[src/spi_rx_defines.svh]
// Purpose: Register offsets, field positions, reset values and codes of the receive status block.
// Assumes: APB with 32-bit data, one aligned word per register.
// Notes:   Included by bare name; definitions only.
`ifndef SPI_RX_DEFINES_SVH
`define SPI_RX_DEFINES_SVH

// Byte offsets of the registers.
`define LEVEL_SEL_OFFSET  8'h00
`define FLAG_OFFSET       8'h04
`define BUFFER_OFFSET     8'h08
`define MASK_OFFSET       8'h0C
`define VECTOR0_OFFSET    8'h10
`define VECTOR1_OFFSET    8'h14

// Bit positions shared by flag, mask and level-select registers.
`define FULL_BIT          0
`define OVERRUN_BIT       1
`define BIT_ERROR_BIT     2
`define FLAG_COUNT        3

// Field positions inside the receive buffer register.
`define DATA_LSB          0
`define STATUS_LSB        16

// Reset values.
`define MASK_RESET        3'h0
`define LEVEL_RESET       3'h0
`define DATA_RESET        16'h0000

// Vector codes, highest priority first.
`define VECTOR_W          5
`define VEC_NONE          5'h00
`define VEC_BIT_ERROR     5'h01
`define VEC_OVERRUN       5'h02
`define VEC_FULL          5'h03

`endif

[src/spi_rx_pkg.sv]
// Purpose: Types shared by the receive status block and its helpers.
// Assumes: Nothing beyond the defines header.
// Notes:   State of each module is one packed struct.
`include "spi_rx_defines.svh"
package spi_rx_pkg;

  typedef struct packed {
    logic [`FLAG_COUNT-1:0] flags;
  } flag_state_type;

  typedef struct packed {
    logic [`VECTOR_W-1:0]   code;
    logic [`FLAG_COUNT-1:0] onehot;
  } vector_state_type;

  typedef struct packed {
    logic [2:0]             sync;
    logic                   suspended;
    logic [15:0]            data;
    logic [`FLAG_COUNT-1:0] level;
    logic [`FLAG_COUNT-1:0] mask;
    logic [31:0]            rdata;
    logic                   ready;
    logic                   slverr;
    logic [`FLAG_COUNT-1:0] read_clear;
    logic                   irq0;
    logic                   irq1;
    logic                   irq;
  } top_state_type;

endpackage

[src/spi_rx_status.sv]
// Purpose: Receive status flags, receive buffer and two-level interrupt vectors of a serial port.
// Assumes: Shifter events arrive on pclk; the suspend level comes from outside the domain.
// Notes:   APB slave with zero wait states beyond one registered ready cycle.
`timescale 1ns/10ps
`include "spi_rx_defines.svh"

module spi_rx_status #(
  parameter int DATA_W = 16
) (
  input  wire logic              pclk,
  input  wire logic              presetn,
  input  wire logic              psel,
  input  wire logic              penable,
  input  wire logic              pwrite,
  input  wire logic [7:0]        paddr,
  input  wire logic [31:0]       pwdata,
  output logic      [31:0]       prdata,
  output logic                   pready,
  output logic                   pslverr,
  input  wire logic              rx_done,
  input  wire logic [DATA_W-1:0] rx_data,
  input  wire logic              bit_error_event,
  input  wire logic              debug_suspend,
  output logic                   overrun_interrupt,
  output logic                   bit_error_interrupt,
  output logic                   irq_level0,
  output logic                   irq_level1,
  output logic                   irq
);
  spi_rx_pkg::top_state_type state_q;
  spi_rx_pkg::top_state_type state_d;

  logic [`FLAG_COUNT-1:0] flags;
  logic [`FLAG_COUNT-1:0] flag_set;
  logic [`FLAG_COUNT-1:0] flag_clr;
  logic [`FLAG_COUNT-1:0] pend0;
  logic [`FLAG_COUNT-1:0] pend1;
  logic [`VECTOR_W-1:0]   vec0_code;
  logic [`VECTOR_W-1:0]   vec1_code;
  logic [`FLAG_COUNT-1:0] vec0_onehot;
  logic [`FLAG_COUNT-1:0] vec1_onehot;
  logic                   setup;
  logic                   access;
  logic                   wr_access;
  logic                   buf_read_access;
  logic                   overrun_event;
  logic                   mapped;
  logic [31:0]            read_mux;
  logic [`FLAG_COUNT-1:0] read_cand;

  // Bus phases; a transfer completes at the edge where pready is seen high.
  assign setup     = psel & ~penable;
  assign access    = psel & penable & state_q.ready;
  assign wr_access = access & pwrite;
  assign buf_read_access = access & ~pwrite & (paddr == `BUFFER_OFFSET);

  // A word completing while the previous one is unread is an overrun, unless that
  // same edge completes a buffer read.
  assign overrun_event = rx_done & flags[`FULL_BIT] & ~buf_read_access;

  // Hardware set terms for the sticky flags.
  always_comb begin
    flag_set                 = '0;
    flag_set[`FULL_BIT]      = rx_done;
    flag_set[`OVERRUN_BIT]   = overrun_event;
    flag_set[`BIT_ERROR_BIT] = bit_error_event;
  end

  // Clear terms: read-to-clear snapshots and write-one-to-clear of the error flags.
  // Read clears come only from bits that were visible in the returned data, so an
  // event landing during the transfer is never swallowed; the flag bank lets sets win.
  always_comb begin
    flag_clr = '0;
    if (access && !pwrite) begin
      flag_clr = state_q.read_clear;
    end
    if (wr_access && paddr == `FLAG_OFFSET) begin
      flag_clr[`OVERRUN_BIT]   = flag_clr[`OVERRUN_BIT] | pwdata[`OVERRUN_BIT];
      flag_clr[`BIT_ERROR_BIT] = flag_clr[`BIT_ERROR_BIT] | pwdata[`BIT_ERROR_BIT];
    end
  end

  sticky_flags flag_bank (
    .pclk    (pclk),
    .presetn (presetn),
    .set     (flag_set),
    .clr     (flag_clr),
    .flags   (flags)
  );

  // Enabled sources routed to the level that software selected.
  assign pend0 = flags & state_q.mask & ~state_q.level;
  assign pend1 = flags & state_q.mask & state_q.level;

  vector_encoder level0_vector (
    .pclk    (pclk),
    .presetn (presetn),
    .pending (pend0),
    .code    (vec0_code),
    .onehot  (vec0_onehot)
  );

  vector_encoder level1_vector (
    .pclk    (pclk),
    .presetn (presetn),
    .pending (pend1),
    .code    (vec1_code),
    .onehot  (vec1_onehot)
  );

  // Read data and the flags that the read would clear, chosen at the setup cycle.
  always_comb begin
    read_mux  = '0;
    read_cand = '0;
    mapped    = 1'b1;
    unique case (paddr)
      `LEVEL_SEL_OFFSET: begin
        read_mux[`FLAG_COUNT-1:0] = state_q.level;
      end
      `FLAG_OFFSET: begin
        read_mux[`FLAG_COUNT-1:0]  = flags;
        read_cand[`OVERRUN_BIT]    = flags[`OVERRUN_BIT];
        read_cand[`BIT_ERROR_BIT]  = flags[`BIT_ERROR_BIT];
      end
      `BUFFER_OFFSET: begin
        read_mux[`DATA_LSB +: DATA_W]       = state_q.data;
        read_mux[`STATUS_LSB +: `FLAG_COUNT] = flags;
        read_cand[`FULL_BIT]                = flags[`FULL_BIT];
      end
      `MASK_OFFSET: begin
        read_mux[`FLAG_COUNT-1:0] = state_q.mask;
      end
      `VECTOR0_OFFSET: begin
        read_mux[`VECTOR_W-1:0] = vec0_code;
        read_cand               = vec0_onehot;
      end
      `VECTOR1_OFFSET: begin
        read_mux[`VECTOR_W-1:0] = vec1_code;
        read_cand               = vec1_onehot;
      end
      default: begin
        mapped = 1'b0;
      end
    endcase
  end

  // Next state of the bus slave, registers, suspend synchroniser and interrupts.
  always_comb begin
    state_d = state_q;
    // Suspend passes three flops; a change counts once the last two agree.
    state_d.sync = {state_q.sync[1:0], debug_suspend};
    if (state_q.sync[1] == state_q.sync[2]) begin
      state_d.suspended = state_q.sync[2];
    end
    // Ready rises for exactly one cycle after each setup cycle.
    state_d.ready  = setup;
    state_d.slverr = setup & ~mapped;
    if (setup) begin
      state_d.rdata = pwrite ? 32'h0000_0000 : read_mux;
      // A debugger read leaves every flag alone; a set at this edge is also excluded.
      if (state_q.suspended || pwrite) begin
        state_d.read_clear = '0;
      end else begin
        state_d.read_clear = read_cand & ~flag_set;
      end
    end
    // New data always replaces the buffer, overrun or not.
    if (rx_done) begin
      state_d.data = rx_data;
    end
    // Software writes to the control registers.
    if (wr_access) begin
      if (paddr == `LEVEL_SEL_OFFSET) begin
        state_d.level = pwdata[`FLAG_COUNT-1:0];
      end
      if (paddr == `MASK_OFFSET) begin
        state_d.mask = pwdata[`FLAG_COUNT-1:0];
      end
    end
    // Level interrupt outputs follow the enabled pending flags.
    state_d.irq0 = |pend0;
    state_d.irq1 = |pend1;
    state_d.irq  = |(flags & state_q.mask);
  end

  // State register.
  always_ff @(posedge pclk or negedge presetn) begin
    if (!presetn) begin
      state_q       <= '0;
      state_q.mask  <= `MASK_RESET;
      state_q.level <= `LEVEL_RESET;
      state_q.data  <= `DATA_RESET;
    end else begin
      state_q <= state_d;
    end
  end

  // Outputs straight from flops.
  assign prdata              = state_q.rdata;
  assign pready              = state_q.ready;
  assign pslverr             = state_q.slverr;
  assign overrun_interrupt   = flags[`OVERRUN_BIT];
  assign bit_error_interrupt = flags[`BIT_ERROR_BIT];
  assign irq_level0          = state_q.irq0;
  assign irq_level1          = state_q.irq1;
  assign irq                 = state_q.irq;

  // Receive full is set on every completed word.
  chk_full_sets: assert property (
    @(posedge pclk) disable iff (!presetn) rx_done |=> flags[`FULL_BIT])
    else $error("receive full not set after word");

  // A bit error is kept whatever read coincides with it.
  chk_bit_error_kept: assert property (
    @(posedge pclk) disable iff (!presetn) bit_error_event |=> flags[`BIT_ERROR_BIT])
    else $error("bit error flag lost");

  // Overrun sets on a word arriving while full, unless a buffer read completes at that edge.
  chk_overrun_kept: assert property (
    @(posedge pclk) disable iff (!presetn)
      (rx_done && flags[`FULL_BIT] && !buf_read_access) |=> flags[`OVERRUN_BIT])
    else $error("overrun flag lost");

  // A buffer read meeting a bit error keeps the bit error flag.
  chk_buffer_read_safe: assert property (
    @(posedge pclk) disable iff (!presetn)
      (buf_read_access && bit_error_event) |=> flags[`BIT_ERROR_BIT])
    else $error("buffer read lost bit error");

  // Writing one to overrun clears it when no new overrun arrives.
  chk_overrun_w1c: assert property (
    @(posedge pclk) disable iff (!presetn)
      (wr_access && paddr == `FLAG_OFFSET && pwdata[`OVERRUN_BIT] && !overrun_event)
      |=> !flags[`OVERRUN_BIT])
    else $error("overrun not cleared by write");

  // A normal buffer read with no arrival around it empties the buffer.
  chk_buffer_clear: assert property (
    @(posedge pclk) disable iff (!presetn)
      (buf_read_access && !rx_done && !$past(rx_done) && !$past(state_q.suspended))
      |=> !flags[`FULL_BIT])
    else $error("receive full not cleared by read");

  // A suspended read of the flag register leaves overrun set.
  chk_debug_read: assert property (
    @(posedge pclk) disable iff (!presetn)
      (setup && !pwrite && paddr == `FLAG_OFFSET && state_q.suspended && flags[`OVERRUN_BIT])
      ##1 (access && !(pwrite && pwdata[`OVERRUN_BIT])) |=> flags[`OVERRUN_BIT])
    else $error("debug read cleared a flag");

  // A pending level zero source shows in its vector one edge later.
  chk_vector_level0: assert property (
    @(posedge pclk) disable iff (!presetn) (pend0 != '0) |=> (vec0_code != `VEC_NONE))
    else $error("level zero vector empty while pending");

  // Ready is a single-cycle answer to each setup cycle.
  chk_ready_pulse: assert property (
    @(posedge pclk) disable iff (!presetn) setup |=> pready ##1 !pready)
    else $error("ready not a single pulse");

  // Writing one to bit error clears it when no new bit error arrives.
  chk_bit_error_w1c: assert property (
    @(posedge pclk) disable iff (!presetn)
      (wr_access && paddr == `FLAG_OFFSET && pwdata[`BIT_ERROR_BIT] && !bit_error_event)
      |=> !flags[`BIT_ERROR_BIT])
    else $error("bit error not cleared by write");

  // An overrun clear landing while receive full sets still clears overrun.
  chk_overrun_clear_race: assert property (
    @(posedge pclk) disable iff (!presetn)
      (wr_access && paddr == `FLAG_OFFSET && pwdata[`OVERRUN_BIT] && rx_done
       && !flags[`FULL_BIT])
      |=> (flags[`FULL_BIT] && !flags[`OVERRUN_BIT]))
    else $error("overrun clear lost against receive full");

  // Level one line follows its enabled pending sources one edge later.
  chk_irq_level1: assert property (
    @(posedge pclk) disable iff (!presetn) (pend1 != '0) |=> irq_level1)
    else $error("level one interrupt missing");

  // A level zero line never rises without a level zero source.
  chk_level_split: assert property (
    @(posedge pclk) disable iff (!presetn) (pend0 == '0) |=> !irq_level0)
    else $error("level zero interrupt without a source");

  // With every source masked off the combined line stays low.
  chk_irq_masked: assert property (
    @(posedge pclk) disable iff (!presetn) ((flags & state_q.mask) == '0) |=> !irq)
    else $error("interrupt high with nothing enabled");

  // A pending level one source shows in its vector one edge later.
  chk_vector_level1: assert property (
    @(posedge pclk) disable iff (!presetn) (pend1 != '0) |=> (vec1_code != `VEC_NONE))
    else $error("level one vector empty while pending");

  // Every completed word replaces the buffer, overrun or not.
  chk_data_replaced: assert property (
    @(posedge pclk) disable iff (!presetn) rx_done |=> (state_q.data == $past(rx_data)))
    else $error("buffer not replaced by new word");

  // A read set up while suspended schedules no clear at all.
  chk_debug_no_clear: assert property (
    @(posedge pclk) disable iff (!presetn)
      (setup && state_q.suspended) |=> (state_q.read_clear == '0))
    else $error("debug read scheduled a clear");

  // A buffer read meeting a new word keeps receive full and raises no overrun.
  chk_read_race: assert property (
    @(posedge pclk) disable iff (!presetn)
      (buf_read_access && rx_done && !flags[`OVERRUN_BIT])
      |=> (flags[`FULL_BIT] && !flags[`OVERRUN_BIT]))
    else $error("read race lost receive full");

  // Received data is returned in the low half of a buffer read.
  chk_data_low_half: assert property (
    @(posedge pclk) disable iff (!presetn)
      (setup && !pwrite && paddr == `BUFFER_OFFSET)
      |=> (prdata[DATA_W-1:0] == $past(state_q.data)))
    else $error("buffer data not in low half");

  // An error response only ever comes together with ready.
  chk_error_with_ready: assert property (
    @(posedge pclk) disable iff (!presetn) pslverr |-> pready)
    else $error("error response without ready");

  // Main scenarios.
  cov_overrun: cover property (@(posedge pclk) disable iff (!presetn) overrun_event);
  cov_read_race: cover property (@(posedge pclk) disable iff (!presetn) buf_read_access && rx_done);
  cov_debug_read: cover property (
    @(posedge pclk) disable iff (!presetn) access && !pwrite && state_q.suspended);
  cov_level1_irq: cover property (@(posedge pclk) disable iff (!presetn) irq_level1);
  cov_write_race: cover property (
    @(posedge pclk) disable iff (!presetn) wr_access && rx_done);
endmodule

[src/sticky_flags.sv]
// Purpose: Bank of sticky flags where a set in the same cycle as a clear wins.
// Assumes: Set and clear come from logic on pclk.
// Notes:   One loop builds every flag.
`timescale 1ns/10ps
`include "spi_rx_defines.svh"
module sticky_flags (
  input  wire logic                   pclk,
  input  wire logic                   presetn,
  input  wire logic [`FLAG_COUNT-1:0] set,
  input  wire logic [`FLAG_COUNT-1:0] clr,
  output logic      [`FLAG_COUNT-1:0] flags
);
  spi_rx_pkg::flag_state_type state_q;
  spi_rx_pkg::flag_state_type state_d;

  // Each flag keeps its value, is cleared on request, and a set overrides the clear.
  always_comb begin
    state_d = state_q;
    for (int i = 0; i < `FLAG_COUNT; i++) begin
      state_d.flags[i] = (state_q.flags[i] & ~clr[i]) | set[i];
    end
  end

  // State register.
  always_ff @(posedge pclk or negedge presetn) begin
    if (!presetn) begin
      state_q <= '0;
    end else begin
      state_q <= state_d;
    end
  end

  assign flags = state_q.flags;
endmodule

[src/vector_encoder.sv]
// Purpose: Registered priority encoder giving the vector of one interrupt level.
// Assumes: Pending bits already filtered by mask and level.
// Notes:   Bit error outranks overrun, overrun outranks receive full.
`timescale 1ns/10ps
`include "spi_rx_defines.svh"
module vector_encoder (
  input  wire logic                   pclk,
  input  wire logic                   presetn,
  input  wire logic [`FLAG_COUNT-1:0] pending,
  output logic      [`VECTOR_W-1:0]   code,
  output logic      [`FLAG_COUNT-1:0] onehot
);
  spi_rx_pkg::vector_state_type state_q;
  spi_rx_pkg::vector_state_type state_d;

  // Pick the highest priority pending source and its one-hot select.
  always_comb begin
    state_d = '0;
    if (pending[`BIT_ERROR_BIT]) begin
      state_d.code                  = `VEC_BIT_ERROR;
      state_d.onehot[`BIT_ERROR_BIT] = 1'b1;
    end else if (pending[`OVERRUN_BIT]) begin
      state_d.code                = `VEC_OVERRUN;
      state_d.onehot[`OVERRUN_BIT] = 1'b1;
    end else if (pending[`FULL_BIT]) begin
      state_d.code             = `VEC_FULL;
      state_d.onehot[`FULL_BIT] = 1'b1;
    end else begin
      state_d.code = `VEC_NONE;
    end
  end

  // State register.
  always_ff @(posedge pclk or negedge presetn) begin
    if (!presetn) begin
      state_q <= '0;
    end else begin
      state_q <= state_d;
    end
  end

  assign code   = state_q.code;
  assign onehot = state_q.onehot;
endmodule
[config.mk]
export PLATFORM = sky130hd
export DESIGN_NAME = spi_rx_status
export DESIGN_NICKNAME = d
export VERILOG_FILES = /design/src/spi_rx_pkg.sv /design/src/spi_rx_status.sv /design/src/sticky_flags.sv /design/src/vector_encoder.sv
export VERILOG_INCLUDE_DIRS = /design/src
export SDC_FILE = /design/constraint.sdc
export NUM_CORES = 1
export LEC_CHECK = 0
export ABC_AREA = 1
export BUFFER_PORTS_ARGS = -buffer_cell sky130_fd_sc_hd__clkbuf_2
export CORE_MARGIN = 10
export CORE_UTILIZATION = 55
export DETAILED_ROUTE_END_ITERATION = 10
export GPL_ROUTABILITY_DRIVEN = 0
export HOLD_SLACK_MARGIN = 0.03
export PLACE_DENSITY = 0.83
export SYNTH_ARGS = -nofsm -noshare
export SYNTH_HDL_FRONTEND = slang
export SYNTH_SLANG_ARGS = --single-unit
[constraint.sdc]
create_clock -name pclk -period 2.1 [get_ports pclk]
set_input_delay 0.21 -clock pclk [delete_from_list [all_inputs] [get_ports pclk]]
set_output_delay 0.21 -clock pclk [all_outputs]
set_load 0.02 [all_outputs]
==> results.json <==
{
  "status": "complete, no violations",
  "hold_end": "pready",
  "ys_seq_area_share_pct": 50.5,
  "hold_depth": 2,
  "fmax_mhz": 710,
  "switchingPower_w": 0.000607,
  "place_area_sq_mm": 0.00343,
  "synth_edf_count": 0,
  "powerDensity_mw_per_mm2": 701,
  "ant_nets": 0,
  "tritoncts": "done",
  "path_clk_slew_ns": 0.06,
  "arrival_ns": 1.64,
  "ys_types": 27,
  "finalNetCount": 472,
  "yosysWarnings": 0,
  "yosys.area.top_type_share_pct": 50.5,
  "via_per_inst": 4.96,
  "syn_area_sq_mm": 0.00327,
  "fin_crit_ns": 1.41,
  "p_seq_share_pct": 51.9,
  "min-delay-start": "penable",
  "cp_slowest_cell": "dfrtp_1",
  "ff2ff_setup_slack_ns": 0.69,
  "drt_iter0_drc": 143,
  "drive_gt1_share_pct": 30.6,
  "p_comb_share_pct": 8.3,
  "worstSetupPathType": "reg2reg",
  "whs_ns": 0.0710,
  "avgSynthCellArea_sq_um": 9.06,
  "area_growth_pct": 11.1,
  "finalInstanceArea_sq_mm": 0.00363,
  "regArea_sq_mm": 0.00165,
  "async_flop_share_pct": 100,
  "grt_max_degree": 33,
  "setup_viol": 0,
  "min_path_type": "in2reg",
  "worstPathMaxFanout": 5,
  "setup_slack_ns": 0.691,
  "synth-compound-area-share_pct": 9.80,
  "crit_path_cell_trace": "nand3_1 -> nor2_1 -> inv_1 -> nor2_2 -> nand2_1 -> a21o_1",
  "synth-xor-area-share_pct": 0,
  "dpl_worst_slack_ns": 0.742,
  "die_x_um": 97.1,
  "initial_utilization_pct": 55.9,
  "synth_mux_area_share_pct": 1.03,
  "required_ns": 2.33,
  "finalHoldViolCount": 0,
  "yosys.area_share.adder_pct": 0.306,
  "rows": 28,
  "crit_path_start_kind": "register",
  "critPathMaxStageDelay_ns": 0.34,
  "finalMaxSlewViolations": 0,
  "grt_pass1_vias": 2510,
  "ctsResizeCount": 0,
  "synthCells": 361,
  "io_buffers": 60,
  "cts-root-buf": "clkbuf_8",
  "first_pass_iters": 4,
  "core_area_sq_mm": 0.00585,
  "cts_max_path_buffers": 2,
  "cts_max_level": 3,
  "synthTopCellsByArea": "dfrtp_1 51%, nand2_1 10%, buf_4 7.3%, nand3_1 4.4%, inv_1 3.6%",
  "reg2reg_to": "flag_bank.flags[2]",
  "grt_usage_pct": 15.1,
  "cts_made_buffers": 9,
  "antenna_found_initial": 0,
  "cts_setup_buffers": 0,
  "grt_pass1_wl_um": 11800,
  "vdd_drop_max_mv": 0.417,
  "cp-end-kind": "register",
  "antennaDiodeCount": 0,
  "num_vias": 2414,
  "drc": 0,
  "dieArea_sq_mm": 0.00943,
  "fill_cells": 497,
  "insertion_delay_ns": 0.34,
  "timing.slew.headroom_pct": 52.9,
  "overflow": 0,
  "rsz0062_at_grt": "false",
  "setup_tns_ns": 0,
  "p_sw_share_pct": 23.8,
  "wire_per_inst_um": 14.4,
  "synthFlopType": "dfrtp_1",
  "cts.hold.buffers_added": 2,
  "yosys.area_share.simple_pct": 24.4,
  "synth-seq-cells": 66,
  "power_leakage_nw": 2.02,
  "cts.sinks": 66,
  "worst_pin_slew_ns": 0.706,
  "die_h_um": 97.1,
  "fin_crit_sh_pct": 67.1,
  "intPower_w": 0.00194,
  "r2r.worst_path.cells": 6,
  "fin_worst_skew_ns": 0.00540,
  "synth_top_family_by_area": "simple AND/OR/NAND/NOR gates",
  "maxCapViolations": 0,
  "wl_um": 6990,
  "yosys.area.top_type": "dfrtp_1",
  "pwr-share-clk_pct": 39.8,
  "ios": 103,
  "multi_input_area_sq_mm": 0.00121,
  "worst_r2r_startpoint": "pready",
  "dpl.hpwl_um": 5270
}
[power by group through the flow]
stage                     combinational (W)  sequential (W)  clock, W
after floorplan                    0.000140         0.00135         0
after global placement             0.000202         0.00134         0
after detailed placement           0.000208         0.00135         0
after CTS                          0.000213         0.00132   0.00103
after global routing               0.000237         0.00132   0.00109
final                              0.000211         0.00132   0.00101
[worst max path at each step]
stage | start | slack (ns) | end | cells after the start
after global placement | pready | 0.78 | flag_bank.flags[2] | 6
after global routing | pready | 0.56 | flag_bank.flags[2] | 6
after CTS | pready | 0.72 | flag_bank.flags[2] | 6
after floorplan | pready | 0.85 | flag_bank.flags[2] | 6
final | pready | 0.69 | flag_bank.flags[2] | 6
after detailed placement | pready | 0.74 | flag_bank.flags[2] | 6
[routing by layer]
layer	up-vias	global-route usage, %	share of wire [%]
met1	1124	17.9	41
met4	0	7.26	2.1
met5	-	0	0
li1	1185	-	-
met3	17	4.48	7.8
met2	88	24.5	49
[state kept, by name (all words and copies together), names as in the netlist]
signal / flops
state_q: 27
prdata: 19
flag_bank.flags: 3
level0_vector.onehot: 3
level1_vector.onehot: 3
level0_vector.code: 2
level1_vector.code: 2
state_d: 2
irq: 1
irq_level0: 1
irq_level1: 1
pready: 1
pslverr: 1
[layout make-up]
| class | instances | share of cell area [%] |
|---|---|---|
| Sequential cell | 66 | 45.5 |
| Clock inverter | 3 | 1.10 |
| Tap cell | 75 | 2.58 |
| Clock buffer | 12 | 3.99 |
| Inverter | 42 | 4.34 |
| Timing Repair Buffer | 64 | 9.23 |
| Multi-Input combinational cell | 225 | 33.3 |
[kinds of logic (layout without fill, tap and decap cells)]
logic type                 Yosys count  in the layout
and+or+nand+nor                    166            166
buffers and inverters               82            121
DFF                                 66             66
AOI/OAI and AO/OA                   42             42
muxes                                3              3
adders and majority gates            1              1
other                                1             13
[cell usage after synthesis, types with 3 or more instances]
| master | n |
|---|---|
| nand2_1 | 91 |
| a21oi_1 | 5 |
| inv_1 | 31 |
| inv_2 | 11 |
| buf_4 | 32 |
| o31ai_1 | 5 |
| nor2_2 | 9 |
| nand3_1 | 29 |
| nand2_2 | 6 |
| buf_6 | 3 |
| clkbuf_1 | 3 |
| nand2_4 | 5 |
| o21ai_0 | 18 |
| mux2_2 | 3 |
| dfrtp_1 | 66 |
| o31ai_2 | 8 |
| nor2_1 | 19 |
[metrics by stage]
step                utilization, %  std cells  total power (W)
floorplan                        -        373          0.00149
global placement              58.6        470          0.00155
detailed placement            58.6        470          0.00155
CTS                           62.1        487          0.00257
global route                  62.1        487          0.00266
finish                        62.1        487          0.00255
[worst max-delay path, delay by kind of cell, from the launching register on]
| family | cells | cell delay (ns) |
|---|---|---|
| buffers and inverters | 1 | 0.18 |
| AND/OR/NAND/NOR | 4 | 0.62 |
| flip-flops | 1 | 0.34 |
| AO/OA/AOI/OAI | 1 | 0.16 |
[placed cells by master (no fill, tap or decap), drive strengths merged]
cell type    Yosys  final
a21o             2      2
a21oi            5      5
buf             37      2
bufinv           0      1
clkbuf           3     72
clkinv           0      2
conb             1     13
dfrtp           66     66
dlygate4sd3      0      2
inv             42     42
maj3             1      1
mux2             3      3
nand2          102    102
nand3           31     31
nor2            32     32
o21ai           20     20
o31ai           15     15
or2              1      1
(Power assumes the default switching activity.)
